## config.mk

```make
export PLATFORM = sky130hd
export DESIGN_NAME = ppc_regs
export DESIGN_NICKNAME = d
export VERILOG_FILES = /design/src/rtl/ppc_pkg.sv /design/src/rtl/ppc_pin13_mode.sv /design/src/rtl/ppc_regs.sv
export SDC_FILE = /design/constraint.sdc
export NUM_CORES = 1
export LEC_CHECK = 0
export CAP_MARGIN = 20
export CORE_ASPECT_RATIO = 1.2
export CORE_MARGIN = 2
export CORE_UTILIZATION = 45
export CTS_CLUSTER_DIAMETER = 60
export CTS_CLUSTER_SIZE = 40
export DETAILED_ROUTE_END_ITERATION = 6
export DONT_BUFFER_PORTS = 1
export GPL_TIMING_DRIVEN = 0
export PLACE_DENSITY_LB_ADDON = 0.08
export SYNTH_ARGS = -nofsm -noshare
export SYNTH_HDL_FRONTEND = slang
export SYNTH_SLANG_ARGS = --single-unit
```

## constraint.sdc

```tcl
create_clock -name ref_clk -period 2.85 [get_ports ref_clk]
set_input_delay 0.57 -clock ref_clk [delete_from_list [all_inputs] [get_ports ref_clk]]
set_output_delay 0.57 -clock ref_clk [all_outputs]
set_load 0.03 [all_outputs]
```

## src/rtl/ppc_pkg.sv

```systemverilog
// Package with register map, field positions and pin-mode codes for the pad configuration block
// Behaviour
// - Port-1 analog bits 7:4 set pins analog
// - Pin 1.3 mode from hall bit, direction
// - Drive bit selects high drive for PWM pins
// - Two bits give open-drain on pins 0.1, 0.0
// - Port-2 analog bits set pins analog
// - Port-3 analog bits 5:0 set pins analog
// - Port-3 bit 7 enables pin 1.1 pull-down
// - Port-3 bit 6 enables pin 0.1 pull-down
// - Ports 0-3 pull-up registers, bit per pin
// - Port-4 pull-ups per pin, bit 3 reserved
// - Analog pin loses digital, data reads zero
// - Pull-ups forced off on analog pins, except port-1 pins 1.3-1.5
// - Direction bit: 0 input, 1 output
package ppc_pkg;
  // Printed offsets are not word multiples, so they are indices; byte address is four times
  localparam logic [15:0] IDX_PORT1_ANALOG_AND_PAD_CTRL = 16'h4050;
  localparam logic [15:0] IDX_PORT2_ANALOG_ENABLE = 16'h4051;
  localparam logic [15:0] IDX_PORT3_ANALOG_AND_PULLDOWN = 16'h4052;
  localparam logic [15:0] IDX_PORT0_PULLUP_ENABLE = 16'h4053;
  localparam logic [15:0] IDX_PORT1_PULLUP_ENABLE = 16'h4054;
  localparam logic [15:0] IDX_PORT2_PULLUP_ENABLE = 16'h4055;
  localparam logic [15:0] IDX_PORT3_PULLUP_ENABLE = 16'h4056;
  localparam logic [15:0] IDX_PORT4_PULLUP_ENABLE = 16'h4057;
  localparam int NUM_REGS = 8;
  localparam logic [7:0] RESET_VAL = 8'h00;
  // Writable bits of the port-4 pull-up register; bit 3 reserved
  localparam logic [7:0] PORT4_PULLUP_ENABLE_MASK = 8'hf7;
  // Fields of the port-1 analog and pad control register
  localparam int HALL_BIAS_MODE_BIT_BIT = 3;
  localparam int PWM_HIGH_DRIVE_SELECT_BIT = 2;
  localparam int PIN01_OPEN_DRAIN_ENABLE_BIT = 1;
  localparam int PIN00_OPEN_DRAIN_ENABLE_BIT = 0;
  localparam int PORT1_ANALOG_AND_PAD_CTRL_LO = 4;
  // Fields of the port-3 analog register
  localparam int PIN11_PULLDOWN_ENABLE_BIT = 7;
  localparam int PIN01_PULLDOWN_ENABLE_BIT = 6;
  localparam int PORT3_ANALOG_AND_PULLDOWN_W = 6;
  localparam int PIN13 = 3;
  // Pin 1.3 mode, Gray order along input -> output -> enhanced -> analog
  typedef enum logic [1:0] {
    PPC_PIN_IN = 2'b00,
    PPC_PIN_OUT = 2'b01,
    PPC_PIN_ENH = 2'b11,
    PPC_PIN_ANA = 2'b10
  } ppc_pin_mode_e;
endpackage

```

## src/rtl/ppc_pin13_mode.sv

```systemverilog
// Mode decoder for port 1 pin 3 with a registered mode output
`timescale 1ns/100ps
`default_nettype none
module ppc_pin13_mode (
  input wire logic ref_clk,
  input wire logic reset,
  input wire logic hall_bias_mode_bit,
  input wire logic dir_bit,
  output ppc_pkg::ppc_pin_mode_e mode_q
);
  ppc_pkg::ppc_pin_mode_e mode_d;

  // Two control bits map to one of four pad modes
  always_comb begin
    case ({hall_bias_mode_bit, dir_bit})
      2'b00: mode_d = ppc_pkg::PPC_PIN_IN;
      2'b01: mode_d = ppc_pkg::PPC_PIN_OUT;
      2'b10: mode_d = ppc_pkg::PPC_PIN_ANA;
      2'b11: mode_d = ppc_pkg::PPC_PIN_ENH;
      default: mode_d = ppc_pkg::PPC_PIN_IN;
    endcase
  end

  // Registered so pad controls never glitch during a write
  always_ff @(posedge ref_clk or posedge reset) begin
    if (reset) begin
      mode_q <= ppc_pkg::PPC_PIN_IN;
    end else begin
      mode_q <= mode_d;
    end
  end
endmodule
`default_nettype wire

```

## src/rtl/ppc_regs.sv

```systemverilog
// Pad configuration registers on APB with derived per-pin pad controls
//
// The APB register port was decided locally.
`timescale 1ns/100ps
`default_nettype none
module ppc_regs #(
  parameter int ADDR_W = 18
) (
  input wire logic ref_clk,
  input wire logic reset,
  input wire logic psel,
  input wire logic penable,
  input wire logic pwrite,
  input wire logic [ADDR_W-1:0] paddr,
  input wire logic [31:0] pwdata,
  input wire logic [3:0] pstrb,
  output logic [31:0] prdata,
  output logic pready,
  output logic pslverr,
  input wire logic [7:0] port1_direction,
  input wire logic [7:0] port1_pin_in,
  input wire logic [7:0] port2_pin_in,
  input wire logic [7:0] port3_pin_in,
  output logic [7:0] port1_data_rd,
  output logic [7:0] port2_data_rd,
  output logic [7:0] port3_data_rd,
  output logic [7:0] port1_analog_mode,
  output logic [7:0] port2_analog_mode,
  output logic [7:0] port3_analog_mode,
  output logic [7:0] port1_digital_oe,
  output logic pin13_enhanced_drive,
  output logic pwm_high_drive_select,
  output logic pin00_open_drain_enable,
  output logic pin01_open_drain_enable,
  output logic pin11_pulldown_enable,
  output logic pin01_pulldown_enable,
  output logic [7:0] port0_pullup_en,
  output logic [7:0] port1_pullup_en,
  output logic [7:0] port2_pullup_en,
  output logic [7:0] port3_pullup_en,
  output logic [7:0] port4_pullup_en
);
  logic [7:0] regs_q [ppc_pkg::NUM_REGS];
  logic [7:0] regs_d [ppc_pkg::NUM_REGS];
  logic [31:0] prdata_d;
  logic [31:0] prdata_q;
  logic hit;
  logic [2:0] sel;
  logic [15:0] word_idx;
  logic access;
  ppc_pkg::ppc_pin_mode_e pin13_mode;

  // Word index is the byte address over four; low two bits ignored
  assign word_idx = 16'(paddr[ADDR_W-1:2]);
  assign access = psel && penable;

  // Address decode onto the eight consecutive indices
  always_comb begin
    hit = (word_idx >= ppc_pkg::IDX_PORT1_ANALOG_AND_PAD_CTRL) && (word_idx <= ppc_pkg::IDX_PORT4_PULLUP_ENABLE);
    sel = 3'(word_idx - ppc_pkg::IDX_PORT1_ANALOG_AND_PAD_CTRL);
  end

  // Register write; only byte lane 0 carries data, reserved bit masked
  always_comb begin
    for (int i = 0; i < ppc_pkg::NUM_REGS; i++) begin
      regs_d[i] = regs_q[i];
    end
    if (access && pwrite && hit && pstrb[0]) begin
      if (sel == 3'(ppc_pkg::IDX_PORT4_PULLUP_ENABLE - ppc_pkg::IDX_PORT1_ANALOG_AND_PAD_CTRL)) begin
        regs_d[sel] = pwdata[7:0] & ppc_pkg::PORT4_PULLUP_ENABLE_MASK;
      end else begin
        regs_d[sel] = pwdata[7:0];
      end
    end
  end

  // Read data; unmapped reads return zero with an error
  always_comb begin
    prdata_d = prdata_q;
    if (psel && !penable && !pwrite) begin
      prdata_d = hit ? {24'h000000, regs_q[sel]} : 32'h00000000;
    end
  end

  // Registers hold their value; asynchronous reset to zeros
  always_ff @(posedge ref_clk or posedge reset) begin
    if (reset) begin
      for (int i = 0; i < ppc_pkg::NUM_REGS; i++) begin
        regs_q[i] <= ppc_pkg::RESET_VAL;
      end
      prdata_q <= 32'h00000000;
    end else begin
      for (int i = 0; i < ppc_pkg::NUM_REGS; i++) begin
        regs_q[i] <= regs_d[i];
      end
      prdata_q <= prdata_d;
    end
  end

  // Zero-wait slave: read data captured in setup, valid in the access phase
  assign pready = 1'b1;
  assign pslverr = access && !hit;
  assign prdata = prdata_q;

  ppc_pin13_mode u_pin13 (
    .ref_clk(ref_clk),
    .reset(reset),
    .hall_bias_mode_bit(regs_q[0][ppc_pkg::HALL_BIAS_MODE_BIT_BIT]),
    .dir_bit(port1_direction[ppc_pkg::PIN13]),
    .mode_q(pin13_mode)
  );

  // Per-pin analog select, digital gating and pull-up forcing
  for (genvar b = 0; b < 8; b++) begin : g_pin
    logic p1a;
    logic p2a;
    logic p3a;
    if (b >= ppc_pkg::PORT1_ANALOG_AND_PAD_CTRL_LO) begin : g_p1hi
      assign p1a = regs_q[0][b];
    end else if (b == ppc_pkg::PIN13) begin : g_p13
      assign p1a = (pin13_mode == ppc_pkg::PPC_PIN_ANA);
    end else begin : g_p1lo
      assign p1a = 1'b0;
    end
    assign p2a = regs_q[1][b];
    if (b < ppc_pkg::PORT3_ANALOG_AND_PULLDOWN_W) begin : g_p3lo
      assign p3a = regs_q[2][b];
    end else begin : g_p3hi
      assign p3a = 1'b0;
    end
    assign port1_analog_mode[b] = p1a;
    assign port2_analog_mode[b] = p2a;
    assign port3_analog_mode[b] = p3a;
    // Analog pins read zero; port-1 analog pins also drop their output driver
    assign port1_data_rd[b] = port1_pin_in[b] & ~p1a;
    assign port2_data_rd[b] = port2_pin_in[b] & ~p2a;
    assign port3_data_rd[b] = port3_pin_in[b] & ~p3a;
    assign port1_digital_oe[b] = port1_direction[b] & ~p1a;
    // Only pins 1.6 and 1.7 are forced; 1.3-1.5 keep their pull-up as documented
    if (b >= 6) begin : g_pu1f
      assign port1_pullup_en[b] = regs_q[4][b] & ~p1a;
    end else begin : g_pu1
      assign port1_pullup_en[b] = regs_q[4][b];
    end
    assign port2_pullup_en[b] = regs_q[5][b] & ~p2a;
    assign port3_pullup_en[b] = regs_q[6][b] & ~p3a;
  end

  assign pin13_enhanced_drive = (pin13_mode == ppc_pkg::PPC_PIN_ENH);
  assign pwm_high_drive_select = regs_q[0][ppc_pkg::PWM_HIGH_DRIVE_SELECT_BIT];
  assign pin00_open_drain_enable = regs_q[0][ppc_pkg::PIN00_OPEN_DRAIN_ENABLE_BIT];
  assign pin01_open_drain_enable = regs_q[0][ppc_pkg::PIN01_OPEN_DRAIN_ENABLE_BIT];
  // Pull-downs follow software; exclusivity with pull-ups is software's duty
  assign pin11_pulldown_enable = regs_q[2][ppc_pkg::PIN11_PULLDOWN_ENABLE_BIT];
  assign pin01_pulldown_enable = regs_q[2][ppc_pkg::PIN01_PULLDOWN_ENABLE_BIT];
  assign port0_pullup_en = regs_q[3];
  assign port4_pullup_en = regs_q[7];

  // Checks
  a_write_p2_analog: assert property (@(posedge ref_clk) disable iff (reset)
    access && pwrite && hit && pstrb[0] && sel == 3'd1 |=> port2_analog_mode == $past(pwdata[7:0]))
    else $error("port2 analog write not applied");
  a_p4_reserved: assert property (@(posedge ref_clk) disable iff (reset)
    !port4_pullup_en[3]) else $error("reserved pull-up bit set");
  a_analog_reads_zero: assert property (@(posedge ref_clk) disable iff (reset)
    (port2_analog_mode & port2_data_rd) == 8'h00) else $error("analog pin read nonzero");
  a_analog_pullup_off: assert property (@(posedge ref_clk) disable iff (reset)
    (port3_analog_mode & port3_pullup_en) == 8'h00) else $error("pull-up on analog pin");
  a_pin13_analog: assert property (@(posedge ref_clk) disable iff (reset)
    regs_q[0][3] && !port1_direction[3] ##1 regs_q[0][3] && !port1_direction[3]
    |-> port1_analog_mode[3]) else $error("pin 1.3 not analog");
  a_pin13_enh: assert property (@(posedge ref_clk) disable iff (reset)
    regs_q[0][ppc_pkg::HALL_BIAS_MODE_BIT_BIT] && port1_direction[ppc_pkg::PIN13] |=> pin13_enhanced_drive)
    else $error("pin 1.3 enhanced drive missing");
  // Enhanced drive and analog mode of pin 1.3 exclude each other
  a_pin13_excl: assert property (@(posedge ref_clk) disable iff (reset)
    !(pin13_enhanced_drive && port1_analog_mode[ppc_pkg::PIN13]))
    else $error("pin 1.3 in two modes");
  // Pin 1.3 without hall-bias bit never goes analog one cycle later
  a_pin13_digital: assert property (@(posedge ref_clk) disable iff (reset)
    !regs_q[0][ppc_pkg::HALL_BIAS_MODE_BIT_BIT] |=> !port1_analog_mode[ppc_pkg::PIN13])
    else $error("pin 1.3 analog without mode bit");
  // Drive-strength output mirrors its register bit
  a_drive_sel: assert property (@(posedge ref_clk) disable iff (reset)
    pwm_high_drive_select == regs_q[0][ppc_pkg::PWM_HIGH_DRIVE_SELECT_BIT])
    else $error("drive select mismatch");
  // Open-drain outputs mirror their register bits
  a_open_drain: assert property (@(posedge ref_clk) disable iff (reset)
    {pin01_open_drain_enable, pin00_open_drain_enable} == regs_q[0][1:0])
    else $error("open-drain mismatch");
  // Port-3 analog enables only on pins 0 to 5
  a_p3_analog: assert property (@(posedge ref_clk) disable iff (reset)
    port3_analog_mode == {2'b00, regs_q[2][5:0]})
    else $error("port3 analog mismatch");
  // Pin 0.1 pull-down mirrors bit six
  a_pulldown_p01: assert property (@(posedge ref_clk) disable iff (reset)
    pin01_pulldown_enable == regs_q[2][ppc_pkg::PIN01_PULLDOWN_ENABLE_BIT])
    else $error("pin 0.1 pull-down mismatch");
  // Port-0 pull-ups are never forced
  a_p0_pullups: assert property (@(posedge ref_clk) disable iff (reset)
    port0_pullup_en == regs_q[3])
    else $error("port0 pull-up mismatch");
  // Port-2 pull-ups drop on analog pins
  a_p2_pullup_off: assert property (@(posedge ref_clk) disable iff (reset)
    (port2_analog_mode & port2_pullup_en) == 8'h00)
    else $error("port2 pull-up on analog pin");
  // Port-1 analog pins drop their output driver
  a_port1_direction_off: assert property (@(posedge ref_clk) disable iff (reset)
    (port1_analog_mode & port1_digital_oe) == 8'h00)
    else $error("output enabled on analog pin");
  // Port-3 analog pins read zero
  a_p3_reads_zero: assert property (@(posedge ref_clk) disable iff (reset)
    (port3_analog_mode & port3_data_rd) == 8'h00)
    else $error("port3 analog pin read nonzero");
  a_p1_high_analog: assert property (@(posedge ref_clk) disable iff (reset)
    port1_analog_mode[7:4] == regs_q[0][7:4]) else $error("port1 analog mismatch");
  a_dir_oe: assert property (@(posedge ref_clk) disable iff (reset)
    !port1_analog_mode[0] |-> port1_digital_oe[0] == port1_direction[0])
    else $error("direction not honoured");
  a_pulldown_p11: assert property (@(posedge ref_clk) disable iff (reset)
    access && pwrite && pstrb[0] && hit && sel == 3'd2 |=> pin11_pulldown_enable == $past(pwdata[7]))
    else $error("pull-down write lost");
  c_write: cover property (@(posedge ref_clk) access && pwrite && hit);
  c_read: cover property (@(posedge ref_clk) access && !pwrite && hit);
  c_unmapped: cover property (@(posedge ref_clk) pslverr);
  c_enh: cover property (@(posedge ref_clk) pin13_enhanced_drive);
endmodule
`default_nettype wire

```

==> key figures, run 1 <==
Critical path
  – WP data required: 3.06 ns
  – Worst setup EP type: flip-flop
  – Setup CP Type: primary input to flip-flop
  – CP peak stage delay: 0.87 ns
  – Crit path cell chain: nor4_1, nand4_1, nor4b_4, mux2_2
  – Crit path max fanout: 8
  – Startpoint types: primary input
  – Critical path arrival: 2.93 ns
  – Slowest CP cell: nor4b_4

Logic synthesis
  – Ys flop type: dfrtp_1
  – Avg Cell Area, Syn: 11.75 um2
  – Syn. warnings: 0
  – Yosys reg bits: 74
  – Post-Synthesis Cells: 366
  – Seq/Total Area, Yosys: 43.07%
  – Synth async-reset ratio: 100.0%
  – Synth cell types: 40
  – Largest area contributor in the netlist: dfrtp_1
  – Most area-consuming cells after synthesis: dfrtp_1, mux2_2, buf_4, nor2b_1, mux4_2
  – Synthesized area: 4299 um2
  – Synth top area share: 43.07%
  – Post-synth EDFFs: 0

Final layout
  – Synthesis-to-layout area growth: 15.57%
  – Filler cells: 867
  – N_diodes: 0
  – Final-stage net count: 503
  – Post-route cell area: 4969 um2
  – Share of cells above drive strength 1: 45.67%

Floorplan
  – Initial core utilization: 45.65%
  – Die area: 10350 um2
  – Die height: 111.1 um
  – I/O Pins: 227
  – FP Rows: 39
  – Chip width: 93.23 um
  – Core footprint: 9418 um2

Power and ir drop
  – Leak Pwr: 2.556 nW
  – IR drop worst, VDD: 301.9 uV
  – Comb pwr share: 9.6%
  – Switching power: 0.0006025 W
  – PwrDens: 523.1 nW/um2
  – Internal Power: 0.001997 W
  – Clock power frac: 49.9%
  – Power Total: 0.002599 W
  – Register share of total power: 40.5%
  – Sw frac: 23.18%

Drt
  – Via density: 5.160
  – Post-Route WL: 10350 um
  – DRT Pass-1 Iters: 4
  – Avg WL per Cell: 19.19 um
  – Antenna-violating nets left: 0
  – # DRC: 0
  – Initial DRC count: 85
  – Vias: 2781

Timing
  – Slew margin rel.: 40.46%
  – Period utilisation layout: 95.20%
  – Fin Setup TNS: 0 ns
  – Period minus WS final: 2.713 ns
  – Final Hold Fails: 0
  – Max Clock Freq: 368.6 MHz
  – Worst-margin pin slew: 0.8893 ns
  – Final setup viols: 0
  – Worst Clk Skew: 0.007438 ns
  – Setup repair after global routing missed its margin: false
  – WHS: 0.1097 ns
  – Setup slack after layout: 0.1368 ns
  – Slew Limit Fails: 0

Global route
  – Vias in the first global route: 2671
  – Antenna violations before repair: 0
  – Pin count of the biggest net entering global routing: 43
  – GR Overflow Total: 0
  – First-pass GRT wire length: 15550 um
  – GRT Total Usage: 20.13%

Run status
  – Outcome: finished clean

Placed design
  – Port Buffers: 0
  – GPL Wtd Cong: 0.7701
  – Setup WS pre-CTS: -0.4454 ns
  – Detailed placement HPWL: 7245 um
  – Area after DPL: 4581 um2

CTS
  – Max Root-Sink Buffers: 2
  – Root buf cell: clkbuf_16
  – Worst skew pair latency: 0.33 ns
  – CTS Hold Bufs: 0
  – CTS tree: built
  – Clock-pin slew on the worst setup and hold paths: 0.06 ns
  – CTS sink count: 74
  – H-tree levels: 3
  – Num CTS Buffers: 9

Hold path
  – Worst min-delay path category: primary input to async pin

Job
  – Max Cap Viol: 0
[worst max-delay path: cells and delay by family]
family | cells | cell delay [ns]
mux | 1 | 0.41
simple gates | 3 | 1.95
[cell families (layout without fill, tap and decap cells)]
group                  Yosys count  after routing  synth area share, %
and+or+nand+nor                 85             85                13.53
muxes                           83             83                24.10
AOI/OAI and AO/OA               20             20                3.085
buffers and inverters          102            124                16.04
DFF                             74             74                43.07
other                            2             30               0.1747
[metrics by stage]
stage / std cells / util [%]
floorplan: 394 / -
CTS: 539 / 52.74
global placement: 517 / 48.40
finish: 539 / 52.76
global route: 539 / 52.76
detailed placement: 518 / 48.64
[cells in the final DEF (no fill, tap or decap), types with 3 or more instances in the layout]
cell	n
nor2b_1	41
bufinv_16	3
mux2_2	63
nor3b_1	4
clkbuf_16	9
mux2i_1	9
clkbuf_1	9
nor3_1	3
o21ai_0	6
nand2_1	9
nand4_1	5
buf_4	87
a21oi_1	4
nor2_1	4
mux4_2	10
dfrtp_1	74
conb_1	30
and2_1	5
inv_1	7
[Yosys cell counts (2+ instances only)]
master	number
a21oi_1	4
and2_1	5
buf_1	2
buf_2	2
buf_4	81
clkbuf_1	9
conb_1	2
dfrtp_1	74
inv_1	8
mux2_2	63
mux2i_1	9
mux4_2	10
nand2_1	9
nand4_1	5
nor2_1	4
nor2b_1	41
nor3_1	3
nor3b_1	4
nor4_4	2
o21ai_0	6
o22ai_1	2
or3b_2	2
or4b_4	2
[metal layers]
metal / vias to the layer above / part of all wire, % / global-route usage, %
li1: 1257 / - / -
met1: 1379 / 40 / 26.40
met2: 129 / 50 / 32.13
met3: 16 / 8.0 / 5.031
met4: 0 / 1.8 / 7.451
met5: - / 0 / 0
[path summary, 6_finish.rpt]
| kind | from | endpoint | slack, ns | depth (start not counted) |
|---|---|---|---|---|
| hold / removal | reset | async pin | 0.11 | 1 |
| min in group ref_clk | port1_direction[3] | u_pin13.mode_q[0] | 0.35 | 1 |
| max in group asynchronous | reset | async pin | 2.15 | 2 |
| hold reg to reg | regs_q[59] | u_pin13.mode_q[1] | 0.49 | 1 |
| setup / recovery | paddr[14] | flip-flop | 0.14 | 4 |
| setup reg to reg | regs_q[11] | prdata[3] | 1.41 | 4 |
[what timing repair did]
action                                 in CTS  in global routing
pin swaps                                   3                  1
setup endpoints to repair                  24                  8
setup buffers                               6                  0
gates resized for setup                     0                  2
endpoints found under the hold margin       0                  0
[power by group through the flow]
stage               Sequential, W  Clock (W)  Combinational, W
global route              0.00105    0.00138          0.000266
global placement          0.00107          0          0.000246
CTS                       0.00105    0.00133          0.000250
floorplan                 0.00107          0          0.000221
detailed placement        0.00107          0          0.000250
finish                    0.00105    0.00130          0.000249
[layout make-up]
type | count | area (um2) | area share, %
Buffer | 94 | 660.6 | 13.30
Clock buffer | 10 | 239.0 | 4.810
Clock inverter | 5 | 102.6 | 2.065
Inverter | 8 | 32.53 | 0.6547
Multi-Input combinational cell | 218 | 1863 | 37.50
Sequential cell | 74 | 1852 | 37.27
Tap cell | 123 | 153.9 | 3.097
Timing Repair Buffer | 7 | 65.06 | 1.309
(Power assumes the default switching activity.)
==> run 2: changes to the inputs <==
--- a/config.mk
+++ b/config.mk
@@ -6,15 +6,14 @@
 export NUM_CORES = 1
 export LEC_CHECK = 0
 export CAP_MARGIN = 20
-export CORE_ASPECT_RATIO = 1.2
 export CORE_MARGIN = 2
-export CORE_UTILIZATION = 45
+export CORE_UTILIZATION = 62
 export CTS_CLUSTER_DIAMETER = 60
 export CTS_CLUSTER_SIZE = 40
 export DETAILED_ROUTE_END_ITERATION = 6
 export DONT_BUFFER_PORTS = 1
 export GPL_TIMING_DRIVEN = 0
-export PLACE_DENSITY_LB_ADDON = 0.08
+export PLACE_DENSITY = 0.78
 export SYNTH_ARGS = -nofsm -noshare
 export SYNTH_HDL_FRONTEND = slang
 export SYNTH_SLANG_ARGS = --single-unit
==> run 2 against run 1 <==
  * Fmax down 2.8%
  * Combinational power down 2%
  * Critical path depth down 1
  * Routed wire length down 6.0%
  * Clock power down 30%
  * Global-route usage up 4.9 points
  * Design area down 4.1%
  * Clock skew up 0.0038 ns
  * Power down 15%
  * Non-clock buffer count down 3
  * Core utilization up 18 points
  * Via count up 0.50%
==> key figures, run 2 (synthesized netlist as in run 1, its figures left out) <==
Timing
  – Worst Clk Skew: 0.01127 ns
  – Setup slack after layout: 0.05946 ns
  – Final Hold Fails: 0
  – Fin Setup TNS: 0 ns
  – Period minus WS final: 2.791 ns
  – Setup repair after global routing missed its margin: false
  – Final setup viols: 0
  – Max Clock Freq: 358.4 MHz
  – Worst-margin pin slew: 1.080 ns
  – Period utilisation layout: 97.91%
  – Slew Limit Fails: 0
  – Slew margin rel.: 27.36%

Placed design
  – Port Buffers: 0
  – GPL Wtd Cong: 0.7630
  – Detailed placement HPWL: 6983 um
  – Setup WS pre-CTS: -0.3042 ns
  – Area after DPL: 4507 um2

Floorplan
  – Die area: 7616 um2
  – Initial core utilization: 63.63%
  – Die height: 87.27 um
  – Core footprint: 6756 um2
  – I/O Pins: 227
  – FP Rows: 30
  – Chip width: 87.27 um

CTS
  – CTS sink count: 74
  – Clock-pin slew on the worst setup and hold paths: 0.08 ns
  – Num CTS Buffers: 9
  – Worst skew pair latency: 0.34 ns
  – Root buf cell: clkbuf_8
  – Post-CTS sizing: 0
  – Max Root-Sink Buffers: 2
  – H-tree levels: 3
  – CTS tree: built

Global route
  – Pin count of the biggest net entering global routing: 75
  – GRT Total Usage: 25.07%
  – First-pass GRT wire length: 14060 um
  – GR Overflow Total: 0
  – Vias in the first global route: 2691
  – Antenna violations before repair: 0

Run status
  – Outcome: finished clean

Final layout
  – Most common cell after layout, fill and taps aside: buf_4
  – Final-stage net count: 500
  – Synthesis-to-layout area growth: 10.80%
  – Post-route cell area: 4763 um2
  – Share of cells above drive strength 1: 45.04%
  – Commonest cells after routing, fill and taps aside: buf_4, dfrtp_1, mux2_2
  – Final core area utilization: 70.50%
  – Filler cells: 506
  – Area occupied by multi-input gates: 1863 um2
  – Flip-flop and latch area: 1852 um2
  – N_diodes: 0

Job
  – Max Cap Viol: 0

Drt
  – Initial DRC count: 145
  – Post-Route WL: 9726 um
  – DRT Pass-1 Iters: 4
  – Antenna-violating nets left: 0
  – Via density: 5.669
  – Vias: 2795
  – # DRC: 0
  – Avg WL per Cell: 19.73 um

Critical path
  – Worst setup EP type: output pin
  – Startpoint types: primary input
  – Reg2Reg Depth: 4
  – Setup CP Type: primary input to output pin
  – WP data required: 2.28 ns
  – Critical path arrival: 2.22 ns
  – FF-to-FF setup slack: 1.36 ns
  – Crit path max fanout: 7

Power and ir drop
  – Leak Pwr: 2.477 nW
  – Power Total: 0.002210 W
  – PwrDens: 464.1 nW/um2
  – IR drop worst, VDD: 327.0 uV

Hold path
  – Worst min-delay path category: primary input to async pin
-- run 2: changes by cell type in the layout (fill, tap and decap cells not counted), sizes merged --
| cell | delta |
|---|---|
| buf | -2 |
| bufinv | -1 |
| clkinv | -1 |
| clkinvlp | +1 |
-- run 2: critical path, stage by stage --
cell	delay [ns]
or4b_4	0.53
nor4b_2	0.57
a21boi_0	0.55
-- run 2: per-stage QoR --
stage | cells | hold WS [ns]
final | 493 | 0.2928
after global placement | 474 | 0.4760
after global routing | 493 | 0.3241
after CTS | 489 | 0.3195
after detailed placement | 474 | 0.4784
after floorplan | 394 | 0.4473
-- run 2: report_power, final --
part           switching, W  leakage (nW)  internal [W]
Sequential      0.000000274          1.03       0.00105
Combinational      0.000174          1.34     0.0000698
Clock              0.000380         0.108      0.000536
-- run 2: layout make-up --
class | count | area share, %
sequential | 74 | 38.88
timing repair buffer | 4 | 0.6304
clock inverter | 4 | 1.576
tap | 80 | 2.101
clock buffer | 11 | 3.178
multi-input combinational | 218 | 39.11
inverter | 8 | 0.6830
buffer | 94 | 13.84
-- run 2: routing by layer --
layer / global-route usage (%) / wire, um / vias to the layer above
li1: - / - / 1252
met1: 30.93 / 3626 / 1369
met2: 42.42 / 4989 / 158
met3: 6.635 / 947 / 16
met4: 9.091 / 163 / 0
met5: 0 / 0 / -
-- run 2: path summary, 6_finish.rpt --
kind / start / endpoint
max in group asynchronous: reset / port4_pullup_en[3]
hold / removal: reset / async pin
min in group ref_clk: port1_direction[3] / u_pin13.mode_q[0]
setup reg to reg: regs_q[11] / prdata[3]
setup / recovery: paddr[10] / pslverr
hold reg to reg: regs_q[59] / u_pin13.mode_q[1]
-- run 2: timing repair --
item	4_1_cts	5_1_grt
hold buffers	0	0
setup endpoints to repair	0	27
setup buffers	0	4
